File: config.mk
export PLATFORM = sky130hd
export DESIGN_NAME = pbcd_override
export DESIGN_NICKNAME = d
export VERILOG_FILES = /design/src/rtl/pbcd_sync2.v /design/src/rtl/pbcd_override.v
export VERILOG_INCLUDE_DIRS = /design/src /design/src/rtl
export SDC_FILE = /design/constraint.sdc
export NUM_CORES = 1
export LEC_CHECK = 0
export CAP_MARGIN = 25
export CELL_PAD_IN_SITES_DETAIL_PLACEMENT = 2
export CELL_PAD_IN_SITES_GLOBAL_PLACEMENT = 2
export CORE_MARGIN = 5
export CORE_UTILIZATION = 33
export DETAILED_ROUTE_END_ITERATION = 8
export DONT_BUFFER_PORTS = 1
export GPL_ROUTABILITY_DRIVEN = 0
export PLACE_DENSITY_LB_ADDON = 0.1
export SLEW_MARGIN = 10
export SYNTH_ARGS = -nofsm -noshare
export SYNTH_HDL_FRONTEND = slang
export SYNTH_SLANG_ARGS = --single-unit
File: constraint.sdc
create_clock -name mclk -period 0.9 [get_ports mclk]
set_input_delay 0.09 -clock mclk [delete_from_list [all_inputs] [get_ports mclk]]
set_output_delay 0.09 -clock mclk [all_outputs]
set_load 0.02 [all_outputs]
File: src/rtl/pbcd_defines.vh
// constants for the port b/c/d alternate-function override block
// Behaviour
// - spi master forces master-data-in pin input
// - spi slave: master-data-in direction from register
// - spi slave forces slave-data-in pin input
// - spi master: slave-data-in direction from register
// - spi slave forces serial clock pin input
// - spi master: clock dir register, value spi
// - spi slave forces select pin input
// - slave active only while select held low
// - master: select direction register, value untouched
// - forced input keeps port-bit pull-up, global disable
// - data pins carry master/slave in/out correctly
// - legacy mode: no timer1 compare c on bit7
// - legacy mode: port c output only
// - port c bits carry address 15..8
// - port c override per-pin mask threshold
// - memory override: output, no pull-up, address
// - legacy mode reads address mask as zero
// - legacy mode: usart1 unavailable
// - usart1 clock direction from its direction bit
// - usart1 clock pin only in synchronous mode
`ifndef PBCD_DEFINES_VH
`define PBCD_DEFINES_VH
`define PBCD_MISO_BIT 3
`define PBCD_MOSI_BIT 2
`define PBCD_SCK_BIT 1
`define PBCD_SEL_BIT 0
`define PBCD_CMP_LSB 4
`define PBCD_XCK_BIT 5
`define PBCD_T1_BIT 6
`define PBCD_T2_BIT 7
`define PBCD_XMM_W 3
`define PBCD_XMM_ZERO 3'h0
`define PBCD_RST_BYTE 8'h00
`endif

File: src/rtl/pbcd_sync2.v
// two-flop synchroniser for a vector of pin inputs
`timescale 1ns/1ps
module pbcd_sync2 #(
	parameter W = 8
) (
	input wire mclk,
	input wire rst_b,
	input wire [W-1:0] d,
	output wire [W-1:0] q
);
	reg [W-1:0] meta_q;
	reg [W-1:0] sync_q;

	// first stage read only by the second stage
	always @(posedge mclk) begin
		if (!rst_b) begin
			meta_q <= {W{1'b0}};
			sync_q <= {W{1'b0}};
		end else begin
			meta_q <= d;
			sync_q <= meta_q;
		end
	end

	assign q = sync_q;
endmodule // pbcd_sync2

File: src/rtl/pbcd_override.v
// port b/c/d alternate-function override: direction, pull-up and value per pin
`timescale 1ns/1ps
`include "pbcd_defines.vh"
module pbcd_override (
	input wire mclk,
	input wire rst_b,
	// port registers (same clock domain)
	input wire [7:0] portb_dir,
	input wire [7:0] portb_out,
	input wire [7:0] portc_dir,
	input wire [7:0] portc_out,
	input wire [7:0] portd_dir,
	input wire [7:0] portd_out,
	input wire global_pullup_disable,
	input wire legacy_mode,
	// serial peripheral interface
	input wire serial_if_enable,
	input wire serial_if_master_select,
	input wire spi_master_out,
	input wire spi_slave_out,
	input wire spi_clock_out,
	output reg spi_master_in,
	output reg spi_slave_in,
	output reg spi_clock_in,
	output reg spi_select_n_in,
	output reg spi_slave_active,
	// timer compare outputs and their enables
	input wire timer0_compare_out,
	input wire timer0_compare_en,
	input wire timer1_compare_out_a,
	input wire timer1_compare_a_en,
	input wire timer1_compare_out_b,
	input wire timer1_compare_b_en,
	input wire timer1_compare_out_c,
	input wire timer1_compare_c_en,
	input wire timer2_compare_out,
	input wire timer2_compare_en,
	// external memory interface
	input wire ext_mem_enable,
	input wire [`PBCD_XMM_W-1:0] ext_addr_mask,
	input wire [7:0] ext_addr_high,
	// usart1 clock, usart1 availability and timer count inputs
	input wire usart1_sync_mode,
	input wire usart1_ext_clock_out,
	output reg usart1_ext_clock_in,
	output reg usart1_available,
	output reg timer1_count_input,
	output reg timer2_count_input,
	// pins
	input wire [7:0] portb_pin_in,
	input wire [7:0] portc_pin_in,
	input wire [7:0] portd_pin_in,
	output reg [7:0] portb_pin_out,
	output reg [7:0] portb_pin_oe,
	output reg [7:0] portb_pullup,
	output reg [7:0] portc_pin_out,
	output reg [7:0] portc_pin_oe,
	output reg [7:0] portc_pullup,
	output reg [7:0] portd_pin_out,
	output reg [7:0] portd_pin_oe,
	output reg [7:0] portd_pullup,
	output reg [7:0] portb_sync_in,
	output reg [7:0] portc_sync_in,
	output reg [7:0] portd_sync_in
);
	wire [7:0] pb_s;
	wire [7:0] pc_s;
	wire [7:0] pd_s;
	wire spi_mst;
	wire spi_slv;
	wire [`PBCD_XMM_W-1:0] mask_eff;
	wire [7:0] mem_ovr;
	reg [7:0] b_dir_d;
	reg [7:0] b_val_d;
	reg [7:0] b_pu_d;
	reg [7:0] c_dir_d;
	reg [7:0] c_val_d;
	reg [7:0] c_pu_d;
	reg [7:0] d_dir_d;
	reg [7:0] d_val_d;
	reg [7:0] d_pu_d;
	reg b7_en;
	reg b7_val;
	genvar gi;

	// pins cross into mclk before any logic looks at them
	pbcd_sync2 #(.W(8)) u_sync_b (.mclk(mclk), .rst_b(rst_b), .d(portb_pin_in), .q(pb_s));
	pbcd_sync2 #(.W(8)) u_sync_c (.mclk(mclk), .rst_b(rst_b), .d(portc_pin_in), .q(pc_s));
	pbcd_sync2 #(.W(8)) u_sync_d (.mclk(mclk), .rst_b(rst_b), .d(portd_pin_in), .q(pd_s));

	assign spi_mst = serial_if_enable & serial_if_master_select;
	assign spi_slv = serial_if_enable & ~serial_if_master_select;

	// legacy mode hides the mask, releasing the whole byte
	assign mask_eff = legacy_mode ? `PBCD_XMM_ZERO : ext_addr_mask;

	// per-pin threshold: bit7 needs mask<1, bits 1 and 0 need mask<7
	generate
		for (gi = 0; gi < 8; gi = gi + 1) begin : g_mem
			localparam integer THR = (gi < 2) ? 7 : (8 - gi);
			assign mem_ovr[gi] = ext_mem_enable &
				({1'b0, mask_eff} < THR[`PBCD_XMM_W:0]);
		end
	endgenerate

	// bit7 source: timer1 channel c does not exist in legacy mode
	always @* begin
		b7_en = timer2_compare_en;
		b7_val = timer2_compare_out;
		if (!legacy_mode && timer1_compare_c_en) begin
			b7_en = 1'b1;
			b7_val = timer1_compare_out_c;
		end
		if (legacy_mode) begin
			b7_en = timer2_compare_en;
			b7_val = timer2_compare_out;
		end
	end

	// port b: compare values on the top nibble, spi on the bottom
	always @* begin
		b_dir_d = portb_dir;
		b_val_d = portb_out;
		// only the value is replaced; direction stays with software
		if (timer0_compare_en) b_val_d[`PBCD_CMP_LSB] = timer0_compare_out;
		if (timer1_compare_a_en) b_val_d[5] = timer1_compare_out_a;
		if (timer1_compare_b_en) b_val_d[6] = timer1_compare_out_b;
		if (b7_en) b_val_d[7] = b7_val;
		if (spi_mst) begin
			b_dir_d[`PBCD_MISO_BIT] = 1'b0;
			b_val_d[`PBCD_MOSI_BIT] = spi_master_out;
			b_val_d[`PBCD_SCK_BIT] = spi_clock_out;
			// select pin keeps register direction and value
		end
		if (spi_slv) begin
			b_dir_d[`PBCD_MOSI_BIT] = 1'b0;
			b_dir_d[`PBCD_SCK_BIT] = 1'b0;
			b_dir_d[`PBCD_SEL_BIT] = 1'b0;
			b_val_d[`PBCD_MISO_BIT] = spi_slave_out;
		end
		// pull-up from the port bit on input pins, forced ones included
		b_pu_d = ~b_dir_d & portb_out & {8{~global_pullup_disable}};
	end

	// port c: high address byte or plain port
	always @* begin
		c_dir_d = portc_dir;
		c_val_d = portc_out;
		c_pu_d = ~portc_dir & portc_out & {8{~global_pullup_disable}};
		if (legacy_mode) begin
			c_dir_d = 8'hff;
			c_pu_d = `PBCD_RST_BYTE;
		end
		c_dir_d = c_dir_d | mem_ovr;
		c_pu_d = c_pu_d & ~mem_ovr;
		c_val_d = (c_val_d & ~mem_ovr) | (ext_addr_high & mem_ovr);
	end

	// port d: usart1 clock is the only value override here
	always @* begin
		d_dir_d = portd_dir;
		d_val_d = portd_out;
		d_pu_d = ~portd_dir & portd_out & {8{~global_pullup_disable}};
		if (usart1_sync_mode && !legacy_mode) begin
			d_val_d[`PBCD_XCK_BIT] = usart1_ext_clock_out;
		end
	end

	// registered pin drive; data outputs come from flops
	always @(posedge mclk) begin
		if (!rst_b) begin
			portb_pin_out <= `PBCD_RST_BYTE;
			portb_pin_oe <= `PBCD_RST_BYTE;
			portb_pullup <= `PBCD_RST_BYTE;
			portc_pin_out <= `PBCD_RST_BYTE;
			portc_pin_oe <= `PBCD_RST_BYTE;
			portc_pullup <= `PBCD_RST_BYTE;
			portd_pin_out <= `PBCD_RST_BYTE;
			portd_pin_oe <= `PBCD_RST_BYTE;
			portd_pullup <= `PBCD_RST_BYTE;
		end else begin
			portb_pin_out <= b_val_d;
			portb_pin_oe <= b_dir_d;
			portb_pullup <= b_pu_d;
			portc_pin_out <= c_val_d;
			portc_pin_oe <= c_dir_d;
			portc_pullup <= c_pu_d;
			portd_pin_out <= d_val_d;
			portd_pin_oe <= d_dir_d;
			portd_pullup <= d_pu_d;
		end
	end

	// registered inputs to the peripherals
	always @(posedge mclk) begin
		if (!rst_b) begin
			spi_master_in <= 1'b0;
			spi_slave_in <= 1'b0;
			spi_clock_in <= 1'b0;
			spi_select_n_in <= 1'b1;
			spi_slave_active <= 1'b0;
			usart1_ext_clock_in <= 1'b0;
			usart1_available <= 1'b0;
			timer1_count_input <= 1'b0;
			timer2_count_input <= 1'b0;
			portb_sync_in <= `PBCD_RST_BYTE;
			portc_sync_in <= `PBCD_RST_BYTE;
			portd_sync_in <= `PBCD_RST_BYTE;
		end else begin
			spi_master_in <= pb_s[`PBCD_MISO_BIT];
			spi_slave_in <= pb_s[`PBCD_MOSI_BIT];
			spi_clock_in <= pb_s[`PBCD_SCK_BIT];
			spi_select_n_in <= pb_s[`PBCD_SEL_BIT];
			// slave wakes only while the far master holds select low
			spi_slave_active <= spi_slv & ~pb_s[`PBCD_SEL_BIT];
			usart1_ext_clock_in <= pd_s[`PBCD_XCK_BIT] & usart1_sync_mode & ~legacy_mode;
			usart1_available <= ~legacy_mode;
			timer1_count_input <= pd_s[`PBCD_T1_BIT];
			timer2_count_input <= pd_s[`PBCD_T2_BIT];
			portb_sync_in <= pb_s;
			portc_sync_in <= pc_s;
			portd_sync_in <= pd_s;
		end
	end
endmodule // pbcd_override

## Yosys cells after proc, flatten, opt, wreduce, memory -nomap -nowiden

Index checks and enable logic that the tools add are counted.
Widths: inputs -> output; s select.

- Word-level logic and storage cells: 84
- Bits in registers: 153
- Input bits: 105
- Output and inout bits: 105

- Bitwise gates (word level): 31
- Reduce and logical (&&, ||, !) cells: 3
- $lt $le $gt $ge: 7
- Muxes and demuxes: 16

Operators by type and width:

| kind | count |
|---|---|
| $and 8x8->8 | 9 |
| $not 8->8 | 4 |
| $mux 8 | 2 |
| $or 8x8->8 | 2 |
| $and 1x1->1 | 12 |
| $lt 3x3->1 const B | 4 |
| $mux 1 | 11 |
| $lt 3x2->1 const B | 2 |
| $mux 3 | 2 |
| $not 1->1 | 4 |
| $lt 3x1->1 const B | 1 |
| $logic_and 1x1->1 | 2 |
| $mux 2 | 1 |
| $logic_not 1->1 | 1 |

## Longest topological paths before layout

Gate-level depths: netlist (run 1).

- Word-level depth: 6
- Depth in mapped cells: 4
- Depth with buffers taken out: 3

## Hierarchy

From an unflattened synthesis (run 1), not the netlist that was laid out.

- Cell total of the unflattened synthesis: 379
- Area total of the unflattened synthesis: 4458.0 µm²

Modules (own cells, without submodules):

| module | cells each | area each (µm²) | times used | seq. area each (µm²) |
|---|---|---|---|---|
| pbcd_override | 280 | 3118.0 | 1 | 2001.9 |
| pbcd_sync2 | 33 | 446.7 | 3 | 320.3 |

## Least setup slack after synthesis (run 1)

No wires, ideal clock.

- Kind: input-to-reg
- Start: input port ext_addr_mask[1]
- End: register portc_pullup[7]
- Buffers on the path: 1
- Path slack: 35 ps
- Arrival: 750 ps
- Setup time: 115 ps
- Required time: 785 ps
- Stages: 4
- Cells stage by stage: buf_2 > nor4b_2 > nor3_1 > and3_1

- Word-level cells in the longest chain between the ends: 5

RTL lines:

| element | RTL line | text |
|---|---|---|
| start, declared | pbcd_override.v:40 | `` input wire [`PBCD_XMM_W-1:0] ext_addr_mask, `` |
| $mux 3 | pbcd_override.v:95 | `` assign mask_eff = legacy_mode ? `PBCD_XMM_ZERO : ext_addr_mask; `` |
| $lt 3x1->1 | pbcd_override.v:102 | `` ({1'b0, mask_eff} < THR[`PBCD_XMM_W:0]); `` |
| $and 1x1->1 | pbcd_override.v:101 | `assign mem_ovr[gi] = ext_mem_enable &` |
| $not 8->8 | pbcd_override.v:155 | `c_pu_d = c_pu_d & ~mem_ovr;` |
| $and 8x8->8 | pbcd_override.v:155 |  |
| end signal, assigned | pbcd_override.v:177 | `` portc_pullup <= `PBCD_RST_BYTE; `` |
| end signal, assigned | pbcd_override.v:187 | `portc_pullup <= c_pu_d;` |
| end, declared | pbcd_override.v:58 | `output reg [7:0] portc_pullup,` |

No other way between the ends.
A chain may end at the register's enable or synchronous reset.

==> metrics.csv, run 1 <==
stage,metric,value,unit
status,run_status,"finished, violations left",
status,violations,"hold timing, setup timing",
placed_design,pre_cts_ws,0.00285,ns
worst_hold_path,holdPathStages,1,
worst_hold_path,hold_end,portc_pullup[4]$_SDFF_PN0_,
cells_and_area,antenna_cells,0,
synthesis,synth_top_area_share,0.671,
critical_path,cp.depth,0,
sta,final_max_slew_viol_count,0,
detailed_routing,antenna_left,0,
clocking,root_buffer,clkbuf_16,
detailed_routing,drcViolationCount,0,
floorplan,core,13200,µm²
pwr,power_frac_clock,0.477,
clocking,path_clk_slew,0.06,ns
pwr,pwr-share-seq,0.473,
critical_path,endpoint_kind,output port,
global_routing,grt_start_max_net_pins,132,
pwr,intPower,11.7,mW
synthesis,avgSynthCellArea,11.6,µm²
sta,rsz0062_at_grt,yes,
placed_design,io_buffers,0,
floorplan,die_area,15800,µm²
sta,tightest_slew,0.271,ns
pwr,power.density,2330,nW/µm²
sta,setup_viol,10,
critical_path,reg2reg_from,u_sync_d.q[5]$_SDFF_PN0_,
pwr,p_leak,2.57,nW
clocking,htree_levels,4,
synthesis,synthMuxAreaShare,0.0295,
pwr,ir_drop,0.00122,V
pwr,switching_share,0.218,
pwr,pwr-share-comb,0.050,
synthesis,synth_top_area_cell,dfxtp_1,
global_routing,track_usage,0.171,
sta,whs,-0.250,ns
clocking,clk-insertion-delay-late,0.41,ns
sta,fin_crit_sh,1.01,
critical_path,ff2ff_path_depth,2,
critical_path,start_kind,flop,
synthesis,yosys.area_share.simple,0.235,
global_routing,grt_pass1_wl,20.4,mm
clocking,clock_path_buffers,2,
synthesis,yosysUniqueCellTypes,27,
global_routing,overflow,0,
critical_path,cp_max_fo,2,
sta,skew,0.00469,ns
critical_path,critPathArrivalTime,0.82,ns
floorplan,die_w,126,µm
synthesis,ys_seq_elements,148,
floorplan,initial_core_util,0.335,
clocking,cts_tree,done,
sta,fin_ws,-0.0116,ns
job,maxCapViolations,0,
critical_path,r2r_setup_slack,0.22,ns
sta,final_hold_viol_count,117,
floorplan,std_cell_rows,42,
worst_hold_path,holdCritStartpoint,legacy_mode,
synthesis,synth_compound_area_frac,0.0354,
pwr,p_total,15.0,mW
sta,layout_min_cycle_time,0.912,ns
synthesis,synth_fa_ha_area_frac,0,
sta,relSlewSlack,0.818,
detailed_routing,first_pass_iters,4,
placed_design,dpl.hpwl,7.64,mm
global_routing,grt_pass1_vias,3335,
critical_path,critical_path_required,0.81,ns
clocking,cts.sinks,148,
synthesis,synthesis.nets,486,
synthesis,ys_warn_count,0,
floorplan,io-pin-count,210,
critical_path,path_class,flop to output port,
synthesis,netlist_instances,381,
detailed_routing,wire_per_inst,20.5,µm
cells_and_area,layout-drive-gt1-share,0.283,
critical_path,rr_endpoint,usart1_ext_clock_in$_SDFF_PN0_,
cells_and_area,fin_util,0.488,
cells_and_area,final_nets,574,
synthesis,yosys.area_share.xor_xnor,0,
clocking,cts_buffers,17,
worst_hold_path,hp-class,primary input to flop,
sta,fmax,1.10,GHz
synthesis,synth_area_leaders,"dfxtp_1 (67%), and2_1 (13%), mux2i_1 (2.9%), nor3b_1 (2.4%), nand2_1 (2.1%)",
detailed_routing,initialDrtViolationCount,112,
global_routing,antenna_found_initial,0,
synthesis,syn_area,4410,µm²
cells_and_area,syn_to_final_growth,45.7,%
detailed_routing,wl,13.4,mm
floorplan,die_height,126,µm
detailed_routing,via_per_inst,4.56,
detailed_routing,dr_total_vias,2993,
synthesis,synth_top_family_by_area,simple AND/OR/NAND/NOR gates,
pwr,switching_power,3.26,mW
synthesis,yosysSeqAreaShare,0.671,
[final cells by class]
class | count | area, µm²
Fill cell | 1255 | 6760
Clock buffer | 21 | 470
Clock inverter | 9 | 129
Timing Repair Buffer | 94 | 936
Multi-Input combinational cell | 206 | 1330
Tap cell | 176 | 220
Sequential cell | 148 | 3340
Inverter | 2 | 7.51
[layout by cell type (no fill, tap or decap), types with 3 or more instances in the layout]
| cell | count |
|---|---|
| nor4b_2 | 3 |
| nand2_1 | 25 |
| dfxtp_1 | 48 |
| clkinv_2 | 3 |
| a21oi_1 | 5 |
| clkbuf_16 | 17 |
| nand2b_1 | 4 |
| o21a_1 | 3 |
| dlygate4sd3_1 | 92 |
| dfxtp_4 | 100 |
| and3_1 | 10 |
| nand3_1 | 3 |
| mux2i_1 | 13 |
| bufinv_16 | 3 |
| nor3b_1 | 14 |
| clkbuf_8 | 3 |
| a21boi_0 | 3 |
| and2_1 | 92 |
| a211oi_1 | 3 |
| nor2b_1 | 14 |
[Yosys cell counts (all sizes together)]
master / number
and3: 10
nor2: 1
a21boi: 3
clkbuf: 13
inv: 2
o211ai: 2
nand3: 3
nor3b: 14
o211a: 1
o21a: 3
nor3: 2
a21oi: 5
and2: 92
nand2b: 5
nand2: 25
a211oi: 4
nor4: 1
a21o: 1
nor2b: 14
nor4b: 3
mux2i: 13
o31a: 1
dfxtp: 148
buf: 12
o21ai: 3
[power groups by stage]
stage | clock network (mW) | registers (mW) | logic (mW)
2_1_floorplan | 0 | 7.31 | 0.393
6_report | 7.15 | 7.09 | 0.749
3_3_place_gp | 0 | 7.38 | 0.354
5_1_grt | 7.66 | 7.12 | 0.821
3_5_place_dp | 0 | 7.38 | 0.372
4_1_cts | 7.32 | 7.14 | 0.727
[per-layer routing]
metal  vias up  part of all wire  track usage
met5         -                 0            0
met4         0             0.016       0.0606
met3        15             0.086       0.0771
met2       130              0.53        0.307
met1      1455              0.37        0.177
li1       1393                 -            -
[what timing repair did]
item	CTS	global route
hold buffers	92	1
setup endpoints to repair	105	107
setup buffers	0	0
pin swaps	0	0
gates resized for setup	176	26
hold endpoints to repair	148	119
[cell families after synthesis]
kind of cell	count (synthesis)
mux	13
simple gates	170
buf+inv	27
compound gates	23
flops	148
[through the flow]
step | hold slack, ns | std cells | setup TNS, ns | area [µm²]
final | -0.250 | 656 | -0.110 | 6430
after global routing | -0.276 | 656 | -1.68 | 6430
after CTS | -0.274 | 656 | -0.404 | 6360
after detailed placement | 0.165 | 534 | 0 | 4530
after global placement | 0.164 | 534 | 0 | 4530
after floorplan | 0.161 | 381 | 0 | 4410
[how the worst max path moves through the flow]
stage | startpoint | endpoint | slack [ns]
after global placement | legacy_mode | portc_pin_out[0]$_SDFF_PN0_ | 0.03
final | portd_sync_in[6]$_SDFF_PN0_ | timer1_count_input | -0.01
after floorplan | ext_addr_mask[1] | portc_pullup[7]$_SDFF_PN0_ | 0.03
after global routing | portb_sync_in[3]$_SDFF_PN0_ | portb_sync_in[3] | -0.05
after CTS | timer2_count_input$_SDFF_PN0_ | portd_sync_in[7] | -0.03
after detailed placement | legacy_mode | portc_pin_out[2]$_SDFF_PN0_ | 0.003
Power figures use the tool's default switching activity.
==> run 2, diff against run 1 <==
--- a/config.mk
+++ b/config.mk
@@ -6,11 +6,12 @@
 export SDC_FILE = /design/constraint.sdc
 export NUM_CORES = 1
 export LEC_CHECK = 0
+export ABC_AREA = 1
 export CAP_MARGIN = 25
 export CELL_PAD_IN_SITES_DETAIL_PLACEMENT = 2
 export CELL_PAD_IN_SITES_GLOBAL_PLACEMENT = 2
 export CORE_MARGIN = 5
-export CORE_UTILIZATION = 33
+export CORE_UTILIZATION = 30
 export DETAILED_ROUTE_END_ITERATION = 8
 export DONT_BUFFER_PORTS = 1
 export GPL_ROUTABILITY_DRIVEN = 0
==> metrics.csv, run 2 <==
stage,metric,value,unit,change
status,run_status,"finished, violations left",,unchanged
status,violations,"hold timing, setup timing",,unchanged
worst_hold_path,hp-class,primary input to flop,,unchanged
worst_hold_path,holdCritStartpoint,rst_b,,was legacy_mode
global_routing,track_usage,0.168,,was 0.171
synthesis,synthesis.nets,619,,was 486
global_routing,grt_start_max_net_pins,109,,was 132
cells_and_area,final_common_cell,nand2_1,,was dfxtp_4
floorplan,die_area,17700,µm²,"was 15,800 µm²"
floorplan,die_height,133,µm,was 126 µm
detailed_routing,wire_per_inst,17.8,µm,was 20.5 µm
sta,fmax,1.08,GHz,was 1.10 GHz
global_routing,grt_pass1_vias,4039,,"was 3,335"
cells_and_area,layout-drive-gt1-share,0.250,,was 0.283
synthesis,yosysUniqueCellTypes,24,,was 27
floorplan,std_cell_rows,45,,was 42
critical_path,path_class,flop to output port,,unchanged
synthesis,ys_warn_count,0,,unchanged
pwr,ir_drop,0.00120,V,was 0.00122 V
detailed_routing,first_pass_iters,4,,unchanged
pwr,power.density,2250,nW/µm²,was 2330 nW/µm²
detailed_routing,dr_total_vias,3573,,"was 2,993"
clocking,clock_path_buffers,2,,unchanged
synthesis,yosysSeqAreaShare,0.654,,was 0.671
sta,setup_viol,11,,was 10
cells_and_area,final_area,6760,µm²,was 6430 µm²
critical_path,reg2reg_from,u_sync_b.q[0]$_SDFF_PN0_,,was u_sync_d.q[5]$_SDFF_PN0_
placed_design,io_buffers,0,,unchanged
sta,whs,-0.220,ns,was -0.250 ns
detailed_routing,antenna_left,0,,unchanged
synthesis,ys_seq_elements,148,,unchanged
synthesis,ys.flop_type,dfxtp_1,,unchanged
detailed_routing,wl,14.7,mm,was 13.4 mm
cells_and_area,final_nets,727,,was 574
floorplan,io-pin-count,210,,unchanged
synthesis,yosys-top-cells-count,"dfxtp_1 (148), nand2_1 (124), inv_1 (113)",,"was dfxtp_1 (148), and2_1 (92), nand2_1 (25)"
sta,fin_ws,-0.0283,ns,was -0.0116 ns
detailed_routing,via_per_inst,4.34,,was 4.56
critical_path,r2r_setup_slack,0.29,ns,was 0.22 ns
sta,skew,0.00789,ns,was 0.00469 ns
critical_path,rr_endpoint,spi_slave_active$_SDFF_PN0_,,was usart1_ext_clock_in$_SDFF_PN0_
detailed_routing,drcViolationCount,0,,unchanged
floorplan,core,15000,µm²,"was 13,200 µm²"
global_routing,grt_pass1_wl,22.8,mm,was 20.4 mm
cells_and_area,nFillCells,1564,,"was 1,255"
sta,setup_tns,-0.233,ns,was -0.110 ns
clocking,root_buffer,clkbuf_16,,unchanged
critical_path,critPathArrivalTime,0.84,ns,was 0.82 ns
critical_path,cp_max_fo,2,,unchanged
placed_design,dpl.hpwl,8.58,mm,was 7.64 mm
sta,rsz0062_at_grt,yes,,unchanged
synthesis,avgSynthCellArea,8.81,µm²,was 11.6 µm²
floorplan,die_w,133,µm,was 126 µm
pwr,p_leak,3.39,nW,was 2.57 nW
sta,relSlewSlack,0.851,,was 0.818
sta,tightest_slew,0.223,ns,was 0.271 ns
clocking,cts.sinks,148,,unchanged
detailed_routing,initialDrtViolationCount,99,,was 112
synthesis,synth_area_leaders,"dfxtp_1 (65%), nand2_1 (10%), inv_1 (9.4%), nor2_1 (3.6%), a21oi_1 (2.0%)",,"was dfxtp_1 (67%), and2_1 (13%), mux2i_1 (2.9%), nor3b_1 (2.4%), nand2_1 (2.1%)"
critical_path,critical_path_required,0.81,ns,about the same
critical_path,start_kind,flop,,unchanged
synthesis,syn_area,4530,µm²,was 4410 µm²
clocking,clk-insertion-delay-late,0.42,ns,was 0.41 ns
sta,fin_crit_sh,1.03,,was 1.01
cells_and_area,syn_to_final_growth,49.1,%,was 45.7%
global_routing,antenna_found_initial,1,,was 0
cells_and_area,multi_input_area,1050,µm²,was 1330 µm²
synthesis,synth_edf_count,0,,unchanged
placed_design,pre_cts_ws,0.00681,ns,was 0.00285 ns
worst_hold_path,hold_end,portc_sync_in[2]$_SDFF_PN0_,,was portc_pullup[4]$_SDFF_PN0_
cells_and_area,fin_util,0.449,,was 0.488
clocking,cts_buffers,17,,unchanged
job,maxCapViolations,0,,unchanged
critical_path,endpoint_kind,output port,,unchanged
synthesis,netlist_instances,514,,was 381
sta,final_max_slew_viol_count,0,,unchanged
floorplan,initial_core_util,0.301,,was 0.335
worst_hold_path,holdPathStages,2,,was 1
synthesis,synth_top_area_cell,dfxtp_1,,unchanged
placed_design,dpl-instance-area,4710,µm²,was 4530 µm²
clocking,path_clk_slew,0.06,ns,about the same
clocking,cts_tree,done,,unchanged
sta,layout_min_cycle_time,0.928,ns,was 0.912 ns
critical_path,ff2ff_path_depth,3,,was 2
cells_and_area,mostFrequentLayoutCells,"nand2_1 (124), inv_1 (111), dfxtp_4 (100)",,"was dfxtp_4 (100), and2_1 (92), dlygate4sd3_1 (92)"
synthesis,yosysMostFrequentCell,dfxtp_1,,unchanged
synthesis,synthArstFlopShare,0,,unchanged
sta,final_hold_viol_count,112,,was 117
cells_and_area,regArea,3340,µm²,unchanged
synthesis,synth_top_area_share,0.654,,was 0.671
global_routing,overflow,0,,unchanged
clocking,htree_levels,4,,unchanged
run 2: changes by cell type after synthesis, moves of 9 or more:
| cell | change |
|---|---|
| nor2b_1 | -14 |
| and3_1 | -10 |
| nor2_1 | +42 |
| and2_1 | -92 |
| nand3_1 | +9 |
| nand2_1 | +99 |
| clkbuf_1 | -11 |
| a21oi_1 | +13 |
| mux2i_1 | -13 |
| inv_1 | +111 |
run 2: layer usage:
| metal | wire length, µm | vias to the layer above | GRT usage |
|---|---|---|---|
| met5 | 0 | - | 0 |
| met3 | 1190 | 24 | 0.0776 |
| met1 | 5460 | 1692 | 0.171 |
| met4 | 294 | 0 | 0.0641 |
| li1 | - | 1708 | - |
| met2 | 7750 | 149 | 0.297 |
run 2: logic make-up after synthesis:
group,count (synthesis),synth area share
AND/OR/NAND/NOR,203,0.190
flip-flops,148,0.654
buffers and inverters,135,0.121
AO/OA/AOI/OAI,28,0.0351
run 2: timing repair:
item	4_1_cts	5_1_grt
setup buffers	0	3
endpoints found under the hold margin	148	113
hold buffers	100	1
endpoints found under the setup margin	105	130
pin swaps	0	1
resized for setup	200	14
run 2: worst max-delay path by stage:
stage                                     start                           to  slack (ns)  cells past startpoint
floorplan                        ext_mem_enable   portc_pullup[5]$_SDFF_PN0_        0.06                      6
global placement                    legacy_mode  portc_pin_out[1]$_SDFF_PN0_        0.07                      7
detailed placement                  legacy_mode  portc_pin_out[1]$_SDFF_PN0_       0.007                      7
CTS                 portb_sync_in[3]$_SDFF_PN0_                spi_master_in       -0.06                      0
global route        portb_sync_in[3]$_SDFF_PN0_                spi_master_in       -0.08                      0
finish              portb_sync_in[3]$_SDFF_PN0_                spi_master_in       -0.03                      0
run 2: metrics by stage:
stage          cells  total power, mW  hold slack (ns)
3_3_place_gp     688             7.83            0.166
4_1_cts          820             15.3           -0.251
6_report         824             15.2           -0.220
2_1_floorplan    514             7.75            0.162
3_5_place_dp     688             7.87            0.167
5_1_grt          824             15.9           -0.242
run 2: cell type report:
type | count | area share
flip-flops and latches | 148 | 0.494
repair buffers | 110 | 0.162
multi-input cells | 231 | 0.156
clock buffers | 20 | 0.0676
inverters | 114 | 0.0641
well taps | 188 | 0.0348
clock inverters | 12 | 0.0215
diodes | 1 | 0.000370
run 2: power by group:
part	leakage [nW]	total, mW	internal (mW)	switching (mW)
clock	0.294	7.14	4.29	2.86
sequential	1.29	7.09	6.70	0.387
combinational	1.81	0.939	0.502	0.437
==> run 3, diff against run 2 <==
--- a/config.mk
+++ b/config.mk
@@ -6,12 +6,11 @@
 export SDC_FILE = /design/constraint.sdc
 export NUM_CORES = 1
 export LEC_CHECK = 0
-export ABC_AREA = 1
 export CAP_MARGIN = 25
 export CELL_PAD_IN_SITES_DETAIL_PLACEMENT = 2
 export CELL_PAD_IN_SITES_GLOBAL_PLACEMENT = 2
 export CORE_MARGIN = 5
-export CORE_UTILIZATION = 30
+export CORE_UTILIZATION = 39
 export DETAILED_ROUTE_END_ITERATION = 8
 export DONT_BUFFER_PORTS = 1
 export GPL_ROUTABILITY_DRIVEN = 0
==> constraint.sdc (replaced) <==
create_clock -name mclk -period 1.2 [get_ports mclk]
set_input_delay 0.12 -clock mclk [delete_from_list [all_inputs] [get_ports mclk]]
set_output_delay 0.12 -clock mclk [all_outputs]
set_load 0.02 [all_outputs]
==> metrics.csv, run 3 <==
stage,metric,value,unit,change
status,run_status,aborted with a tool error,,"was finished, violations left"
status,lastStage,4_1_cts,,
status,stop_error,[ERROR RSZ-0060] Max buffer count reached.,,
synthesis,yosys-top-cells-count,"dfxtp_1 (148), and2_1 (92), nand2_1 (25)",,"was dfxtp_1 (148), nand2_1 (124), inv_1 (113)"
clocking,post_cts_resized,0,,was 200
synthesis,synth_top_area_share,0.671,,was 0.654
floorplan,io-pin-count,210,,unchanged
synthesis,synth_edf_count,0,,unchanged
synthesis,netlist_instances,381,,was 514
synthesis,ys_seq_elements,148,,unchanged
clocking,clock_path_buffers,2,,unchanged
clocking,cts_setup_buffers,0,,unchanged
synthesis,ys_warn_count,0,,unchanged
placed_design,dpl.hpwl,7.54,mm,was 8.58 mm
synthesis,synthesis.nets,486,,was 619
synthesis,avgSynthCellArea,11.6,µm²,was 8.81 µm²
clocking,root_buffer,clkbuf_16,,unchanged
floorplan,std_cell_rows,38,,was 45
synthesis,ys.flop_type,dfxtp_1,,unchanged
floorplan,die_w,116,µm,was 133 µm
clocking,cts_buffers,17,,unchanged
floorplan,die_height,116,µm,was 133 µm
clocking,cts_hold_buf,105,,was 100
synthesis,synth_area_leaders,"dfxtp_1 (67%), and2_1 (13%), mux2i_1 (2.9%), nor3b_1 (2.4%), nand2_1 (2.1%)",,"was dfxtp_1 (65%), nand2_1 (10%), inv_1 (9.4%), nor2_1 (3.6%), a21oi_1 (2.0%)"
clocking,cts.sinks,148,,unchanged
synthesis,yosysMostFrequentCell,dfxtp_1,,unchanged
clocking,htree_levels,4,,unchanged
synthesis,synthArstFlopShare,0,,unchanged
floorplan,initial_core_util,0.402,,was 0.301
synthesis,syn_area,4410,µm²,was 4530 µm²
synthesis,synth_top_area_cell,dfxtp_1,,unchanged
synthesis,yosysSeqAreaShare,0.671,,was 0.654
synthesis,yosysUniqueCellTypes,27,,was 24
placed_design,io_buffers,0,,unchanged
run 3: cell count changes after synthesis, moves of 9 or more:
cell      previous run  this run
mux2i_1              0        13
and2_1               0        92
nor2b_1              0        14
nand2_1            124        25
clkbuf_1             2        13
and3_1               0        10
inv_1              113         2
a21oi_1             18         5
nor2_1              43         1
nand3_1             12         3
run 3: cell families after synthesis:
kind of cell | after synthesis | synth area share
buf+inv | 27 | 0.0292
mux | 13 | 0.0295
simple gates | 170 | 0.235
compound gates | 23 | 0.0354
flops | 148 | 0.671
run 3: stage by stage:
stage / cell area, µm² / cells / util / setup slack, ns
detailed placement: 4480 / 498 / 0.408 / 0.283
floorplan: 4410 / 381 / - / 0.305
global placement: 4480 / 498 / 0.408 / 0.333
==> run 4, diff against run 3 <==
--- a/config.mk
+++ b/config.mk
@@ -7,14 +7,12 @@
 export NUM_CORES = 1
 export LEC_CHECK = 0
 export CAP_MARGIN = 25
-export CELL_PAD_IN_SITES_DETAIL_PLACEMENT = 2
-export CELL_PAD_IN_SITES_GLOBAL_PLACEMENT = 2
 export CORE_MARGIN = 5
-export CORE_UTILIZATION = 39
+export CORE_UTILIZATION = 25
 export DETAILED_ROUTE_END_ITERATION = 8
 export DONT_BUFFER_PORTS = 1
 export GPL_ROUTABILITY_DRIVEN = 0
-export PLACE_DENSITY_LB_ADDON = 0.1
+export PLACE_DENSITY_LB_ADDON = 0.15
 export SLEW_MARGIN = 10
 export SYNTH_ARGS = -nofsm -noshare
 export SYNTH_HDL_FRONTEND = slang
==> metrics.csv, run 4 <==
stage,metric,value,unit,change
synthesis,yosys-top-cells-count,"dfxtp_1 (148), and2_1 (92), nand2_1 (25)",,unchanged
floorplan,initial_core_util,0.255,,was 0.402
synthesis,yosysSeqAreaShare,0.671,,unchanged
synthesis,synth_top_area_share,0.671,,unchanged
synthesis,ys.flop_type,dfxtp_1,,unchanged
floorplan,io-pin-count,210,,unchanged
synthesis,synth_area_leaders,"dfxtp_1 (67%), and2_1 (13%), mux2i_1 (2.9%), nor3b_1 (2.4%), nand2_1 (2.1%)",,unchanged
clocking,root_buffer,clkbuf_16,,unchanged
status,lastStage,4_1_cts,,unchanged
synthesis,synth_edf_count,0,,unchanged
synthesis,synthesis.nets,486,,unchanged
clocking,cts_hold_buf,124,,was 105
floorplan,die_w,143,µm,was 116 µm
status,run_status,aborted with a tool error,,unchanged
clocking,cts_setup_buffers,0,,unchanged
floorplan,std_cell_rows,48,,was 38
floorplan,die_height,143,µm,was 116 µm
placed_design,dpl.hpwl,7.25,mm,was 7.54 mm
clocking,post_cts_resized,0,,unchanged
status,stop_error,[ERROR RSZ-0060] Max buffer count reached.,,unchanged
synthesis,ys_seq_elements,148,,unchanged
synthesis,yosysUniqueCellTypes,27,,unchanged
clocking,htree_levels,4,,unchanged
synthesis,synth_top_area_cell,dfxtp_1,,unchanged
placed_design,io_buffers,0,,unchanged
synthesis,ys_warn_count,0,,unchanged
clocking,cts_buffers,17,,unchanged
synthesis,yosysMostFrequentCell,dfxtp_1,,unchanged
synthesis,syn_area,4410,µm²,unchanged
synthesis,synthArstFlopShare,0,,unchanged
synthesis,avgSynthCellArea,11.6,µm²,unchanged
clocking,clock_path_buffers,2,,unchanged
synthesis,netlist_instances,381,,unchanged
clocking,cts.sinks,148,,unchanged
-- run 4: per-stage QoR --
stage | setup WS [ns] | util | instances | area (µm²)
after detailed placement | 0.243 | 0.265 | 583 | 4590
after global placement | 0.281 | 0.265 | 583 | 4590
after floorplan | 0.305 | - | 381 | 4410
-- run 4: logic make-up after synthesis --
kind of cell | synth area share
compound gates | 0.0354
buf+inv | 0.0292
flops | 0.671
mux | 0.0295
simple gates | 0.235
